File: src/kbasc_pkg.sv
package kbasc_pkg;

  // ************************************************************
  // clock and timing
  // ************************************************************
  localparam int CLK_HZ = 125_000_000;
  localparam int CLK_NS = 8;
  localparam int CNT_W = 27;
  localparam int BAUD_LO_HZ = 57_600;
  localparam int BAUD_HI_HZ = 115_200;
  localparam int BAUD_LO_CYC = CLK_HZ / BAUD_LO_HZ;
  localparam int BAUD_HI_CYC = CLK_HZ / BAUD_HI_HZ;
  localparam int BIT_NS = 10_000;
  localparam int EDGE_NS = 3_300;
  localparam int PRE_NS = 50_000;
  localparam int POST_NS = 10_000;
  localparam int LED_NS = 8_000_000;
  localparam int LONG_NS = 1_000_000_000;
  localparam int TYPE_HZ = 10;
  // least times round up
  localparam int BIT_CYC = (BIT_NS + CLK_NS - 1) / CLK_NS;
  localparam int EDGE_CYC = (EDGE_NS + CLK_NS - 1) / CLK_NS;
  localparam int PRE_CYC = (PRE_NS + CLK_NS - 1) / CLK_NS;
  localparam int POST_CYC = (POST_NS + CLK_NS - 1) / CLK_NS;
  localparam int LED_CYC = (LED_NS + CLK_NS - 1) / CLK_NS;
  localparam int LONG_CYC = (LONG_NS + CLK_NS - 1) / CLK_NS;
  localparam int TYPE_CYC = CLK_HZ / TYPE_HZ;

  // ************************************************************
  // keyboard scan codes and output codes
  // ************************************************************
  localparam logic [7:0] SC_BREAK = 8'hF0;
  localparam logic [7:0] SC_EXT = 8'hE0;
  localparam logic [7:0] SC_PAUSE = 8'hE1;
  localparam logic [2:0] PAUSE_SKIP = 3'h7;
  localparam logic [7:0] SC_LSHIFT = 8'h12;
  localparam logic [7:0] SC_RSHIFT = 8'h59;
  localparam logic [7:0] SC_CTRL = 8'h14;
  localparam logic [7:0] SC_ALT = 8'h11;
  localparam logic [7:0] SC_DEL = 8'h71;
  localparam logic [7:0] SC_ESC = 8'h76;
  localparam logic [7:0] SC_CAPS = 8'h58;
  localparam logic [7:0] SC_NUM = 8'h77;
  localparam logic [7:0] SC_SCRL = 8'h7E;
  localparam logic [7:0] SC_ENTER = 8'h5A;
  localparam logic [7:0] SC_SPACE = 8'h29;
  localparam logic [7:0] SC_BKSP = 8'h66;
  localparam logic [7:0] SC_TAB = 8'h0D;
  localparam logic [7:0] SC_KP_PLUS = 8'h79;
  localparam logic [7:0] SC_KP_MINUS = 8'h7B;
  localparam logic [7:0] SC_KP_STAR = 8'h7C;
  localparam logic [7:0] SC_KP_SLASH = 8'h4A;
  localparam logic [7:0] SC_LETTER [26] = '{8'h1C, 8'h32, 8'h21, 8'h23, 8'h24, 8'h2B, 8'h34, 8'h33, 8'h43,
    8'h3B, 8'h42, 8'h4B, 8'h3A, 8'h31, 8'h44, 8'h4D, 8'h15, 8'h2D, 8'h1B, 8'h2C, 8'h3C, 8'h2A, 8'h1D,
    8'h22, 8'h35, 8'h1A};
  localparam logic [7:0] CODE_CAD = 8'hF0;
  localparam logic [7:0] CODE_PAUSE = 8'hE1;
  localparam logic [7:0] CODE_NUM_ON = 8'hE2;
  localparam logic [7:0] CODE_NUM_OFF = 8'hE3;
  localparam logic [7:0] CODE_SCRL_ON = 8'hE4;
  localparam logic [7:0] CODE_SCRL_OFF = 8'hE5;
  localparam logic [7:0] CODE_NONCHAR = 8'h80;
  localparam logic [7:0] CODE_EXTFLIP = 8'h40;

  // ************************************************************
  // carrier
  // ************************************************************
  typedef struct packed {
    logic cad;
    logic esc;
    logic [7:0] code;
  } kbasc_key_t;

endpackage

File: src/kbasc_top.sv
`timescale 1ns/1ps

// Contract
// RULE1: baud select low 57.6K, high 115.2K
// RULE2: external reset held low 30us minimum
// RULE3: one byte per make, uart then clocked
// RULE4: clocked bits last about 10us each
// RULE5: clocked port msb first, data inverted
// RULE6: clock edges 3.3us inside each bit
// RULE7: irq low 50us before, 10us after
// RULE8: led pulses low 8ms after irq
// RULE9: ctrl-alt-del: 1s reset, 1s led, F0
// RULE10: escape: 8ms reset aligned with led
// RULE11: reset clears held byte, then waits
// RULE12: no output on key release codes
// RULE13: code ready within microseconds of last bit
// RULE14: shift and caps select letter case
// RULE15: lock keys toggle; num/scroll alternate codes
// RULE16: held over 1s repeats at 10Hz
// RULE17: pause key never repeats
// RULE18: uart frame 8N1, lsb first
// RULE19: keyboard inhibited until outputs complete
// RULE20: host samples while clock low, msb first
// RULE21: keypad operators match main keys
// RULE22: ctrl gui alt app unique codes
// RULE23: clock idles high, eight pulses per byte
module kbasc_top #(
  parameter int unsigned PRE_CYC = kbasc_pkg::PRE_CYC,
  parameter int unsigned LED_CYC = kbasc_pkg::LED_CYC,
  parameter int unsigned LONG_CYC = kbasc_pkg::LONG_CYC,
  parameter int unsigned TYPE_CYC = kbasc_pkg::TYPE_CYC
) (
  // clock and reset
  input wire logic clock,
  input wire logic rst_n,
  input wire logic reset_in_n,
  // keyboard link
  input wire logic kbd_clk_in,
  output logic kbd_clk_out,
  output logic kbd_clk_oe_n,
  input wire logic kbd_data_in,
  // configuration
  input wire logic baud_select,
  // host outputs
  output logic tx,
  output logic shift_clock_out,
  output logic shift_data_out,
  output logic host_irq_n,
  output logic led_flash_n,
  output logic escape_reset_out_n,
  output logic hard_reset_out_n,
  // lock indicators
  output logic caps_lock_on,
  output logic num_lock_on,
  output logic scroll_lock_on
);
  import kbasc_pkg::*;

  typedef enum logic [2:0] {S_IDLE, S_UART, S_PRE, S_SHIFT, S_POST, S_LED} kbasc_state_t;

  // ************************************************************
  // pin synchronisers
  // ************************************************************
  logic [1:0] rin_q, kclk_q, kdat_q, baud_q;
  logic kclk_prev_q;
  logic srst;
  always_ff @(posedge clock or negedge rst_n) begin
    if (!rst_n) begin
      rin_q <= 2'h3;
      kclk_q <= 2'h3;
      kdat_q <= 2'h3;
      baud_q <= 2'h0;
      kclk_prev_q <= 1'b1;
    end else begin
      rin_q <= {rin_q[0], reset_in_n};
      kclk_q <= {kclk_q[0], kbd_clk_in};
      kdat_q <= {kdat_q[0], kbd_data_in};
      baud_q <= {baud_q[0], baud_select};
      kclk_prev_q <= kclk_q[1];
    end
  end
  // relies on the outside holding the pin low long enough to be seen [RULE2]
  assign srst = !rin_q[1];

  // ************************************************************
  // keyboard frame receiver
  // ************************************************************
  kbasc_state_t st_q;
  logic [10:0] rx_sr_q;
  logic [3:0] rx_cnt_q;
  logic rx_done_q;
  always_ff @(posedge clock or negedge rst_n) begin
    if (!rst_n) begin
      rx_sr_q <= 11'h000;
      rx_cnt_q <= 4'h0;
      rx_done_q <= 1'b0;
    end else begin
      rx_done_q <= 1'b0;
      if (srst || st_q != S_IDLE) begin
        rx_cnt_q <= 4'h0;
      end else if (kclk_prev_q && !kclk_q[1]) begin
        rx_sr_q <= {kdat_q[1], rx_sr_q[10:1]};
        if (rx_cnt_q == 4'hA) begin
          rx_cnt_q <= 4'h0;
          rx_done_q <= 1'b1; // decoded in the next few cycles [RULE13]
        end else begin
          rx_cnt_q <= rx_cnt_q + 4'h1;
        end
      end
    end
  end

  // ************************************************************
  // scan code decoder
  // ************************************************************
  function automatic logic [7:0] key_code(input logic ext, input logic [7:0] sc, input logic upper);
    logic [7:0] c;
    c = ext ? ((CODE_NONCHAR | sc) ^ CODE_EXTFLIP) : (CODE_NONCHAR | sc); // [RULE22]
    for (int i = 0; i < 26; i++) begin
      if (!ext && sc == SC_LETTER[i]) begin
        c = (upper ? 8'h41 : 8'h61) + 8'(i); // [RULE14]
      end
    end
    if (!ext) begin
      case (sc)
        SC_ESC: c = 8'h1B;
        SC_ENTER: c = 8'h0D;
        SC_SPACE: c = 8'h20;
        SC_BKSP: c = 8'h08;
        SC_TAB: c = 8'h09;
        SC_KP_PLUS: c = 8'h2B; // [RULE21]
        SC_KP_MINUS: c = 8'h2D; // [RULE21]
        SC_KP_STAR: c = 8'h2A; // [RULE21]
        default: ;
      endcase
    end else if (sc == SC_KP_SLASH) begin
      c = 8'h2F; // [RULE21]
    end
    return c;
  endfunction

  logic brk_q, ext_q, shift_l_q, shift_r_q, lctrl_q, lalt_q;
  logic [2:0] skip_q;
  logic [7:0] rx_byte;
  logic [8:0] held_key_q;
  logic held_q;
  kbasc_key_t ev_q, cur_q;
  logic ev_valid_q, ev_take;
  logic [CNT_W-1:0] rep_cnt_q;
  logic rep_first_q;
  assign rx_byte = rx_sr_q[8:1];
  assign ev_take = ev_valid_q && st_q == S_IDLE;

  always_ff @(posedge clock or negedge rst_n) begin
    if (!rst_n) begin
      brk_q <= 1'b0;
      ext_q <= 1'b0;
      skip_q <= 3'h0;
      shift_l_q <= 1'b0;
      shift_r_q <= 1'b0;
      lctrl_q <= 1'b0;
      lalt_q <= 1'b0;
      caps_lock_on <= 1'b0;
      num_lock_on <= 1'b0;
      scroll_lock_on <= 1'b0;
      held_q <= 1'b0;
      held_key_q <= 9'h000;
      ev_valid_q <= 1'b0;
      ev_q <= '0;
      rep_cnt_q <= '0;
      rep_first_q <= 1'b1;
    end else if (srst) begin
      brk_q <= 1'b0;
      ext_q <= 1'b0;
      skip_q <= 3'h0;
      shift_l_q <= 1'b0;
      shift_r_q <= 1'b0;
      lctrl_q <= 1'b0;
      lalt_q <= 1'b0;
      caps_lock_on <= 1'b0;
      num_lock_on <= 1'b0;
      scroll_lock_on <= 1'b0;
      held_q <= 1'b0;
      ev_valid_q <= 1'b0;
      rep_cnt_q <= '0;
      rep_first_q <= 1'b1;
    end else begin
      if (ev_take) begin
        ev_valid_q <= 1'b0;
      end
      // typematic repeat of the held key [RULE16]
      if (held_q && st_q == S_IDLE && !ev_valid_q) begin
        if (rep_cnt_q == CNT_W'((rep_first_q ? LONG_CYC : TYPE_CYC) - 1)) begin
          rep_cnt_q <= '0;
          rep_first_q <= 1'b0;
          ev_valid_q <= 1'b1;
          ev_q <= '{cad: 1'b0, esc: 1'b0, code: ev_q.code};
        end else begin
          rep_cnt_q <= rep_cnt_q + CNT_W'(1);
        end
      end
      if (rx_done_q) begin
        if (skip_q != 3'h0) begin
          skip_q <= skip_q - 3'h1;
        end else if (rx_byte == SC_BREAK) begin
          brk_q <= 1'b1;
        end else if (rx_byte == SC_EXT) begin
          ext_q <= 1'b1;
        end else if (rx_byte == SC_PAUSE) begin
          // single code, rest of the sequence swallowed, never held [RULE17]
          skip_q <= PAUSE_SKIP;
          held_q <= 1'b0;
          ev_valid_q <= 1'b1;
          ev_q <= '{cad: 1'b0, esc: 1'b0, code: CODE_PAUSE};
        end else begin
          brk_q <= 1'b0;
          ext_q <= 1'b0;
          if (!ext_q && (rx_byte == SC_LSHIFT)) shift_l_q <= !brk_q;
          if (!ext_q && (rx_byte == SC_RSHIFT)) shift_r_q <= !brk_q;
          if (!ext_q && (rx_byte == SC_CTRL)) lctrl_q <= !brk_q;
          if (!ext_q && (rx_byte == SC_ALT)) lalt_q <= !brk_q;
          if (brk_q) begin
            // release codes only drop the held key or clear a shift, ctrl or alt flag [RULE12]
            if (held_key_q == {ext_q, rx_byte}) held_q <= 1'b0;
          end else if (!(held_q && held_key_q == {ext_q, rx_byte})) begin
            held_q <= 1'b1;
            held_key_q <= {ext_q, rx_byte};
            rep_cnt_q <= '0;
            rep_first_q <= 1'b1;
            if (!ext_q && rx_byte == SC_CAPS) begin
              caps_lock_on <= !caps_lock_on; // [RULE15]
              held_q <= 1'b0;
            end else if (!ext_q && rx_byte == SC_NUM) begin
              num_lock_on <= !num_lock_on; // [RULE15]
              ev_valid_q <= 1'b1;
              ev_q <= '{cad: 1'b0, esc: 1'b0, code: num_lock_on ? CODE_NUM_OFF : CODE_NUM_ON};
            end else if (!ext_q && rx_byte == SC_SCRL) begin
              scroll_lock_on <= !scroll_lock_on; // [RULE15]
              ev_valid_q <= 1'b1;
              ev_q <= '{cad: 1'b0, esc: 1'b0, code: scroll_lock_on ? CODE_SCRL_OFF : CODE_SCRL_ON};
            end else if (ext_q && rx_byte == SC_DEL && lctrl_q && lalt_q) begin
              ev_valid_q <= 1'b1;
              ev_q <= '{cad: 1'b1, esc: 1'b0, code: CODE_CAD}; // [RULE9]
            end else begin
              ev_valid_q <= 1'b1; // one byte per make [RULE3]
              ev_q <= '{cad: 1'b0, esc: (!ext_q && rx_byte == SC_ESC),
                        code: key_code(ext_q, rx_byte, (shift_l_q || shift_r_q) ^ caps_lock_on)};
            end
          end
        end
      end
    end
  end

  // ************************************************************
  // output sequencer
  // ************************************************************
  logic [CNT_W-1:0] cnt_q;
  logic [3:0] bit_q;
  logic [9:0] tx_sr_q;
  logic [CNT_W-1:0] baud_len;
  logic [CNT_W-1:0] led_len;
  assign baud_len = baud_q[1] ? CNT_W'(BAUD_HI_CYC - 1) : CNT_W'(BAUD_LO_CYC - 1); // [RULE1]
  assign led_len = cur_q.cad ? CNT_W'(LONG_CYC - 1) : CNT_W'(LED_CYC - 1);

  always_ff @(posedge clock or negedge rst_n) begin
    if (!rst_n) begin
      st_q <= S_IDLE;
      cnt_q <= '0;
      bit_q <= 4'h0;
      tx_sr_q <= 10'h3FF;
      cur_q <= '0;
    end else if (srst) begin
      st_q <= S_IDLE;
      cnt_q <= '0;
      bit_q <= 4'h0;
      tx_sr_q <= 10'h3FF;
      cur_q <= '0; // held byte cleared [RULE11]
    end else begin
      cnt_q <= cnt_q + CNT_W'(1);
      case (st_q)
        S_IDLE: begin
          cnt_q <= '0;
          if (ev_take) begin
            cur_q <= ev_q;
            tx_sr_q <= {1'b1, ev_q.code, 1'b0}; // stop, data lsb first, start [RULE18]
            bit_q <= 4'h0;
            st_q <= S_UART; // [RULE3]
          end
        end
        S_UART: begin
          if (cnt_q == baud_len) begin
            cnt_q <= '0;
            tx_sr_q <= {1'b1, tx_sr_q[9:1]};
            bit_q <= bit_q + 4'h1;
            if (bit_q == 4'h9) begin
              bit_q <= 4'h0;
              st_q <= S_PRE;
            end
          end
        end
        S_PRE: begin
          if (cnt_q == CNT_W'(PRE_CYC - 1)) begin // [RULE7]
            cnt_q <= '0;
            st_q <= S_SHIFT;
          end
        end
        S_SHIFT: begin
          if (cnt_q == CNT_W'(BIT_CYC - 1)) begin // [RULE4]
            cnt_q <= '0;
            bit_q <= bit_q + 4'h1;
            if (bit_q == 4'h7) begin // [RULE23]
              bit_q <= 4'h0;
              st_q <= S_POST;
            end
          end
        end
        S_POST: begin
          if (cnt_q == CNT_W'(POST_CYC - 1)) begin // [RULE7]
            cnt_q <= '0;
            st_q <= S_LED;
          end
        end
        S_LED: begin
          if (cnt_q == led_len) begin // [RULE8]
            cnt_q <= '0;
            st_q <= S_IDLE;
          end
        end
        default: st_q <= S_IDLE;
      endcase
    end
  end

  // ************************************************************
  // registered pins
  // ************************************************************
  // all pins lag the state by one cycle alike, so relative timing holds
  always_ff @(posedge clock or negedge rst_n) begin
    if (!rst_n) begin
      tx <= 1'b1;
      shift_clock_out <= 1'b1;
      shift_data_out <= 1'b1;
      host_irq_n <= 1'b1;
      led_flash_n <= 1'b1;
      escape_reset_out_n <= 1'b1;
      hard_reset_out_n <= 1'b1;
      kbd_clk_oe_n <= 1'b1;
    end else begin
      tx <= (st_q == S_UART) ? tx_sr_q[0] : 1'b1; // [RULE18]
      shift_clock_out <= !(st_q == S_SHIFT && cnt_q >= CNT_W'(EDGE_CYC)
                           && cnt_q < CNT_W'(BIT_CYC - EDGE_CYC)); // [RULE6] [RULE23]
      // inverted data, msb first [RULE5]
      shift_data_out <= (st_q == S_SHIFT) ? !cur_q.code[3'(7 - bit_q)] : 1'b1;
      host_irq_n <= !(st_q == S_PRE || st_q == S_SHIFT || st_q == S_POST); // [RULE7]
      led_flash_n <= !(st_q == S_LED); // [RULE8] [RULE9]
      escape_reset_out_n <= !(st_q == S_LED && cur_q.esc); // [RULE10]
      hard_reset_out_n <= !(st_q == S_LED && cur_q.cad); // [RULE9]
      // the clock line is pulled low to hold off the keyboard [RULE19]
      kbd_clk_oe_n <= (st_q == S_IDLE && !ev_valid_q);
    end
  end
  assign kbd_clk_out = 1'b0;

endmodule

File: config.mk
export PLATFORM = sky130hd
export DESIGN_NAME = kbasc_top
export DESIGN_NICKNAME = d
export VERILOG_FILES = /design/src/kbasc_pkg.sv /design/src/kbasc_top.sv
export SDC_FILE = /design/constraint.sdc
export NUM_CORES = 1
export LEC_CHECK = 0
export ABC_CLOCK_PERIOD_IN_PS = 3300
export BUFFER_PORTS_ARGS = -buffer_cell sky130_fd_sc_hd__buf_4
export CAP_MARGIN = 20
export CORE_MARGIN = 2
export CORE_UTILIZATION = 55
export CTS_BUF_LIST = sky130_fd_sc_hd__clkbuf_4 sky130_fd_sc_hd__clkbuf_8 sky130_fd_sc_hd__clkbuf_16
export DETAILED_ROUTE_END_ITERATION = 8
export PLACE_DENSITY = 0.77
export SYNTH_ARGS = -nofsm -noshare
export SYNTH_HDL_FRONTEND = slang
export SYNTH_SLANG_ARGS = --single-unit
File: constraint.sdc
create_clock -name clock -period 3.3 [get_ports clock]
set_input_delay 0.66 -clock clock [delete_from_list [all_inputs] [get_ports clock]]
set_output_delay 0.66 -clock clock [all_outputs]
set_load 0.01 [all_outputs]
# After elaboration in Yosys (flattened, before gate mapping)
# Index checks and enable logic that the tools add are counted.
dict set report op_classes {
  add_sub_neg 32
  order_cmp 3
  eq_ne 96
  mux 206
  bitwise_logic 9
  reduce_logical 87
}
# cell n
set op_table {}
lappend op_table {{two-way mux 27 bit} 17}
lappend op_table {{two-way mux 8 bit} 28}
lappend op_table {{two-way mux 10 bit} 19}
lappend op_table {{== test 8 x 6 -> 1 bit, second input constant} 17}
lappend op_table {{== test 8 x 7 -> 1 bit, second input constant} 17}
lappend op_table {{case mux 27 bit (5 select lines)} 1}
lappend op_table {{two-way mux 1 bit} 109}
lappend op_table {{adder 8 x 5 -> 8 bit, second input constant} 9}
lappend op_table {{adder 8 x 4 -> 8 bit, second input constant} 8}
lappend op_table {{== test 8 x 5 -> 1 bit, second input constant} 8}
lappend op_table {{case mux 8 bit (8 select lines)} 1}
lappend op_table {{adder 27 x 1 -> 27 bit, second input constant} 2}
lappend op_table {{== test 27 bit} 2}
lappend op_table {{logical AND 1 bit} 47}
lappend op_table {{two-way mux 3 bit} 15}
lappend op_table {{!= test 3 bit, second input constant} 13}
lappend op_table {{two-way mux 4 bit} 9}
lappend op_table {{adder 8 x 3 -> 8 bit, second input constant} 4}
lappend op_table {{AND reduction 6 bit} 5}
lappend op_table {{== test 27 x 11 -> 1 bit, second input constant} 1}
lappend op_table {{== test 27 x 12 -> 1 bit} 1}
lappend op_table {{== test 27 x 13 -> 1 bit, second input constant} 1}
lappend op_table {{>= comparator 27 x 9 -> 1 bit, second input constant} 1}
lappend op_table {{< comparator 27 x 10 -> 1 bit, second input constant} 1}
lappend op_table {{other kinds (43)} 97}
dict set report totals {
  register_bits 148
  in_bits 6
  output_inout_bits 12
  word_cells 474
}

# Depth between registers and ports, before layout
dict set report logic_depth {
  ltp_word 42
  mapped_depth 11
  depth_no_buf 9
}

# Worst setup path after synthesis
# OpenSTA, ideal clock, no wires.
dict set report synth_path {
  path_type {register to register}
  startpoint {register cnt_q[22]}
  endpoint {register bit_q[3]}
  setup_ns 0.078
  t_arrival_ns 2.552
  required_ns 3.222
  path_slack_ns 0.670
  stages_incl_launch_ff 8
  n_path_buf 0
  period_less_slack_ns 2.630
  cell_sequence {dfrtp_1 or4_4 nor4_4 o2111a_2 o22ai_2 a211o_4 or4_1 a21oi_1}
}
dict set report synth_via {
  elab_chain_len 3
  elab_cells_between_ends 5
  classes_between {eq/ne: 4; reduce/logical: 1}
}
# item line_no
set synth_lines {}
lappend synth_lines {{start: declaration} kbasc_top.sv:258} ;# logic [CNT_W-1:0] cnt_q;
lappend synth_lines {{start signal: assignment} kbasc_top.sv:280} ;# cnt_q <= cnt_q + CNT_W'(1);
lappend synth_lines {{== test 27 x 11 -> 1 bit or == test 27 x 12 -> 1 bit (tied branches)} {kbasc_top.sv:309, kbasc_top.sv:292}}
lappend synth_lines {{!= test 3 bit (no line)} n/a}
lappend synth_lines {{AND reduction 4 bit (no line) *} n/a}
lappend synth_lines {{end signal: assignment} kbasc_top.sv:295} ;# bit_q <= bit_q + 4'h1;
lappend synth_lines {{end signal: assignment} kbasc_top.sv:311} ;# bit_q <= bit_q + 4'h1;
lappend synth_lines {{end: declaration} kbasc_top.sv:259} ;# logic [3:0] bit_q;
# Mark *: on every way between the ends. The rest lies on a longest branch, timed or not.
# A chain may end at the register's enable or synchronous reset.

# Worst setup path in the final report
# Ends and elaborated chain as after synthesis.

==> metrics.txt <==
status=finished clean; Starting DRT DRC Count=513; crit-path max FO=5; fill cell count=1212; vias in the first global route=6421; DIE WIDTH=126 µm; worst r2r src=cnt_q[22]$_DFF_PN0_; hold buffers post-CTS=0; Synth Flop Type=dfrtp_1; CP max stage delay=570 ps; WL/cell=16.8 µm; sw power=1340 µW; Total GRT Usage=24.5%; Ports=18; drt drc=0; Slew @ Worst Pin=1030 ps; minimum period implied by the final worst setup slack=2830 ps; Tcrit/Tclk final=85.7%; critical path's slowest cell=or4_4; first-pass detailed-route iteration total=5; CTS tree=done; clk sinks=146; Yosys top cell area share=36.9%; post-route ant nets=0; Total Nets Final=933; sequential share of the synthesized area=44.9%; CORE AREA=14500 µm²; share of cells above drive strength 1=13.6%; Worst setup EP type=flip-flop; clk buf depth=2; sequential share of power=43.7%; critical path class=reg -> reg; Clk pwr share=41.1%; pre-CTS setup slack=530 ps; skew final=8.41 ps; FMAX=354 MHz; GP Congestion=0.897; most numerous cell in the Yosys netlist=nor2_1; clock slew at reported path FFs=60 ps; Setup Total Neg Slack=0 ps; largest net degree at the start of global routing=71; Netlist cell types=73; Post-DP Area=8530 µm²; post-route cell area=9120 µm²; DR vias/cell=6.07; CTS-repair resized insts=0; final core occ=62.8%; Sw Share=28.9%; Async SR Flop Fraction=100%; Port Buffers=16; CTS Root Cell=clkbuf_16; Worst EP required=3640 ps; initial antenna violation count=0; WHS=239 ps; Setup-failing EPs final=0; Die Y=126 µm; clock latency on the worst-skew pair=430 ps; register bit count reported by yosys=146; post-synthesis average cell area=8.98 µm²; Vias=6768; global-route wire length before repair=31500 µm; Crit Reg-Reg Endpoint=bit_q[3]$_DFFE_PN0P_; Post-Syn Area=8200 µm²; DIE AREA=15900 µm²; Worst Setup SP=cnt_q[22]$_DFF_PN0_; area grow syn2layout=11.2%; H-tree levels=4; R2R depth=7; row count=44; reg2reg setup slack=470 ps; Hold Fails Final Rpt=0; crit path DAT=3160 ps; Syn Nets=929; Starting Density=56.4%; Power Density=511 nW/µm²; Synth warnings=0; Synth area leaders=dfrtp_1 (37%), dfstp_2 (8.0%), nor2_1 (5.7%), nand2_1 (4.9%), xor2_1 (4.2%); gr ovfl total=0; HPWL Detailed=12900 µm; VDD IR max=0.000472 V; Final Worst Setup Slack=472 ps; Post-CTS Setup Bufs=0; max cap viols=0; combinational power share=15.2%; Post-Syn Instances=914; Num CTS Buffers=17; critical path cell sequence=or4_4 -> nor4_4 -> o2111a_2 -> o22ai_2 -> a211o_4 -> or4_1 -> a21oi_1; area leader, netlist=dfrtp_1; relative slew slack=31.5%; Post-synth EDFFs=0; RSZ-0062 raised after global routing=false; Leak=0.00370 µW; Antenna diodes=0; Int Pwr=3310 µW; Post-synth top cells=nor2_1 (124), dfrtp_1 (121), nand2_1 (108); Worst Setup Start Kind=flip-flop; Hold Path Class=in -> async; Slew Limit Fails=0; WL final=18700 µm
area by class of cell:
cell class	count	area [µm²]	area share (%)
tap	184	230	2.52
clock buffer	22	475	5.21
sequential	146	3680	40.4
inverter	22	82.6	0.905
multi-input combinational	693	4240	46.4
timing repair buffer	38	302	3.31
clock inverter	10	111	1.22
critical path, delay by kind of cell (launching register included):
kind / cells / cell delay [ps]
flops: 1 / 410
simple gates: 3 / 1440
compound gates: 4 / 900
placed cells by master, fill, tap and decap left out, types with 9 or more instances in the layout:
cell type,synthesis,final
nor2_1,124,124
dfrtp_1,121,121
nand2_1,108,108
a21oi_1,45,45
nand3_1,42,42
xor2_1,39,39
buf_4,1,36
nor3_1,34,34
xnor2_1,27,27
o21ai_0,27,27
dfstp_2,25,25
inv_1,21,21
mux2_2,17,17
clkbuf_16,0,17
nand4_1,16,16
and3_1,16,16
nor2b_1,14,14
o211ai_1,14,14
a31oi_1,11,11
mux2i_1,10,10
nor4_1,9,9
and2_1,9,9
ha_1,9,9
registers in the layout, summed over array words and instances, names as in the netlist, 2 cells and up:
register	flops
baud_q	2
bit_q	4
cnt_q	27
cur_q	10
ev_q	10
held_key_q	9
kclk_q	2
kdat_q	2
rep_cnt_q	27
rin_q	2
rx_cnt_q	4
rx_sr_q	10
skip_q	3
st_q	3
tx_sr_q	9
power by group through the flow:
stage          sequential, µW  combinational [µW]  clock, µW
4_1_cts                  2030                 697       1940
6_report                 2040                 706       1910
3_5_place_dp             2060                 690          0
3_3_place_gp             2060                 695          0
2_1_floorplan            1920                 597          0
5_1_grt                  2060                 775       2010
cells by family after synthesis:
kind of cell | share of synthesized area (%)
xor+xnor | 7.05
flops | 44.9
compound gates | 13.1
simple gates | 26.0
other cells | 0.0457
buf+inv | 3.51
mux | 4.10
fa+ha+maj | 1.37
metrics by stage:
step                      total power [µW]  instances
after floorplan                       2520        914
after global placement                2750       1083
after detailed placement              2750       1083
after CTS                             4670       1115
after global routing                  4840       1115
final                                 4660       1115
metal layers:
metal | GRT usage (%) | vias to the layer above | wire [µm]
met2 | 37.2 | 217 | 8530
met5 | 0 | - | 0
li1 | - | 3243 | -
met1 | 34.4 | 3252 | 8510
met3 | 4.55 | 56 | 977
met4 | 11.3 | 0 | 668
worst max path at each step:
stage | end | slack [ps]
after floorplan | bit_q[3]$_DFFE_PN0P_ | 670
after global placement | bit_q[3]$_DFFE_PN0P_ | 560
after detailed placement | bit_q[3]$_DFFE_PN0P_ | 530
after CTS | bit_q[3]$_DFFE_PN0P_ | 510
after global routing | rep_cnt_q[3]$_DFF_PN0_ | 350
final | bit_q[3]$_DFFE_PN0P_ | 470
(Power assumes the default switching activity.)
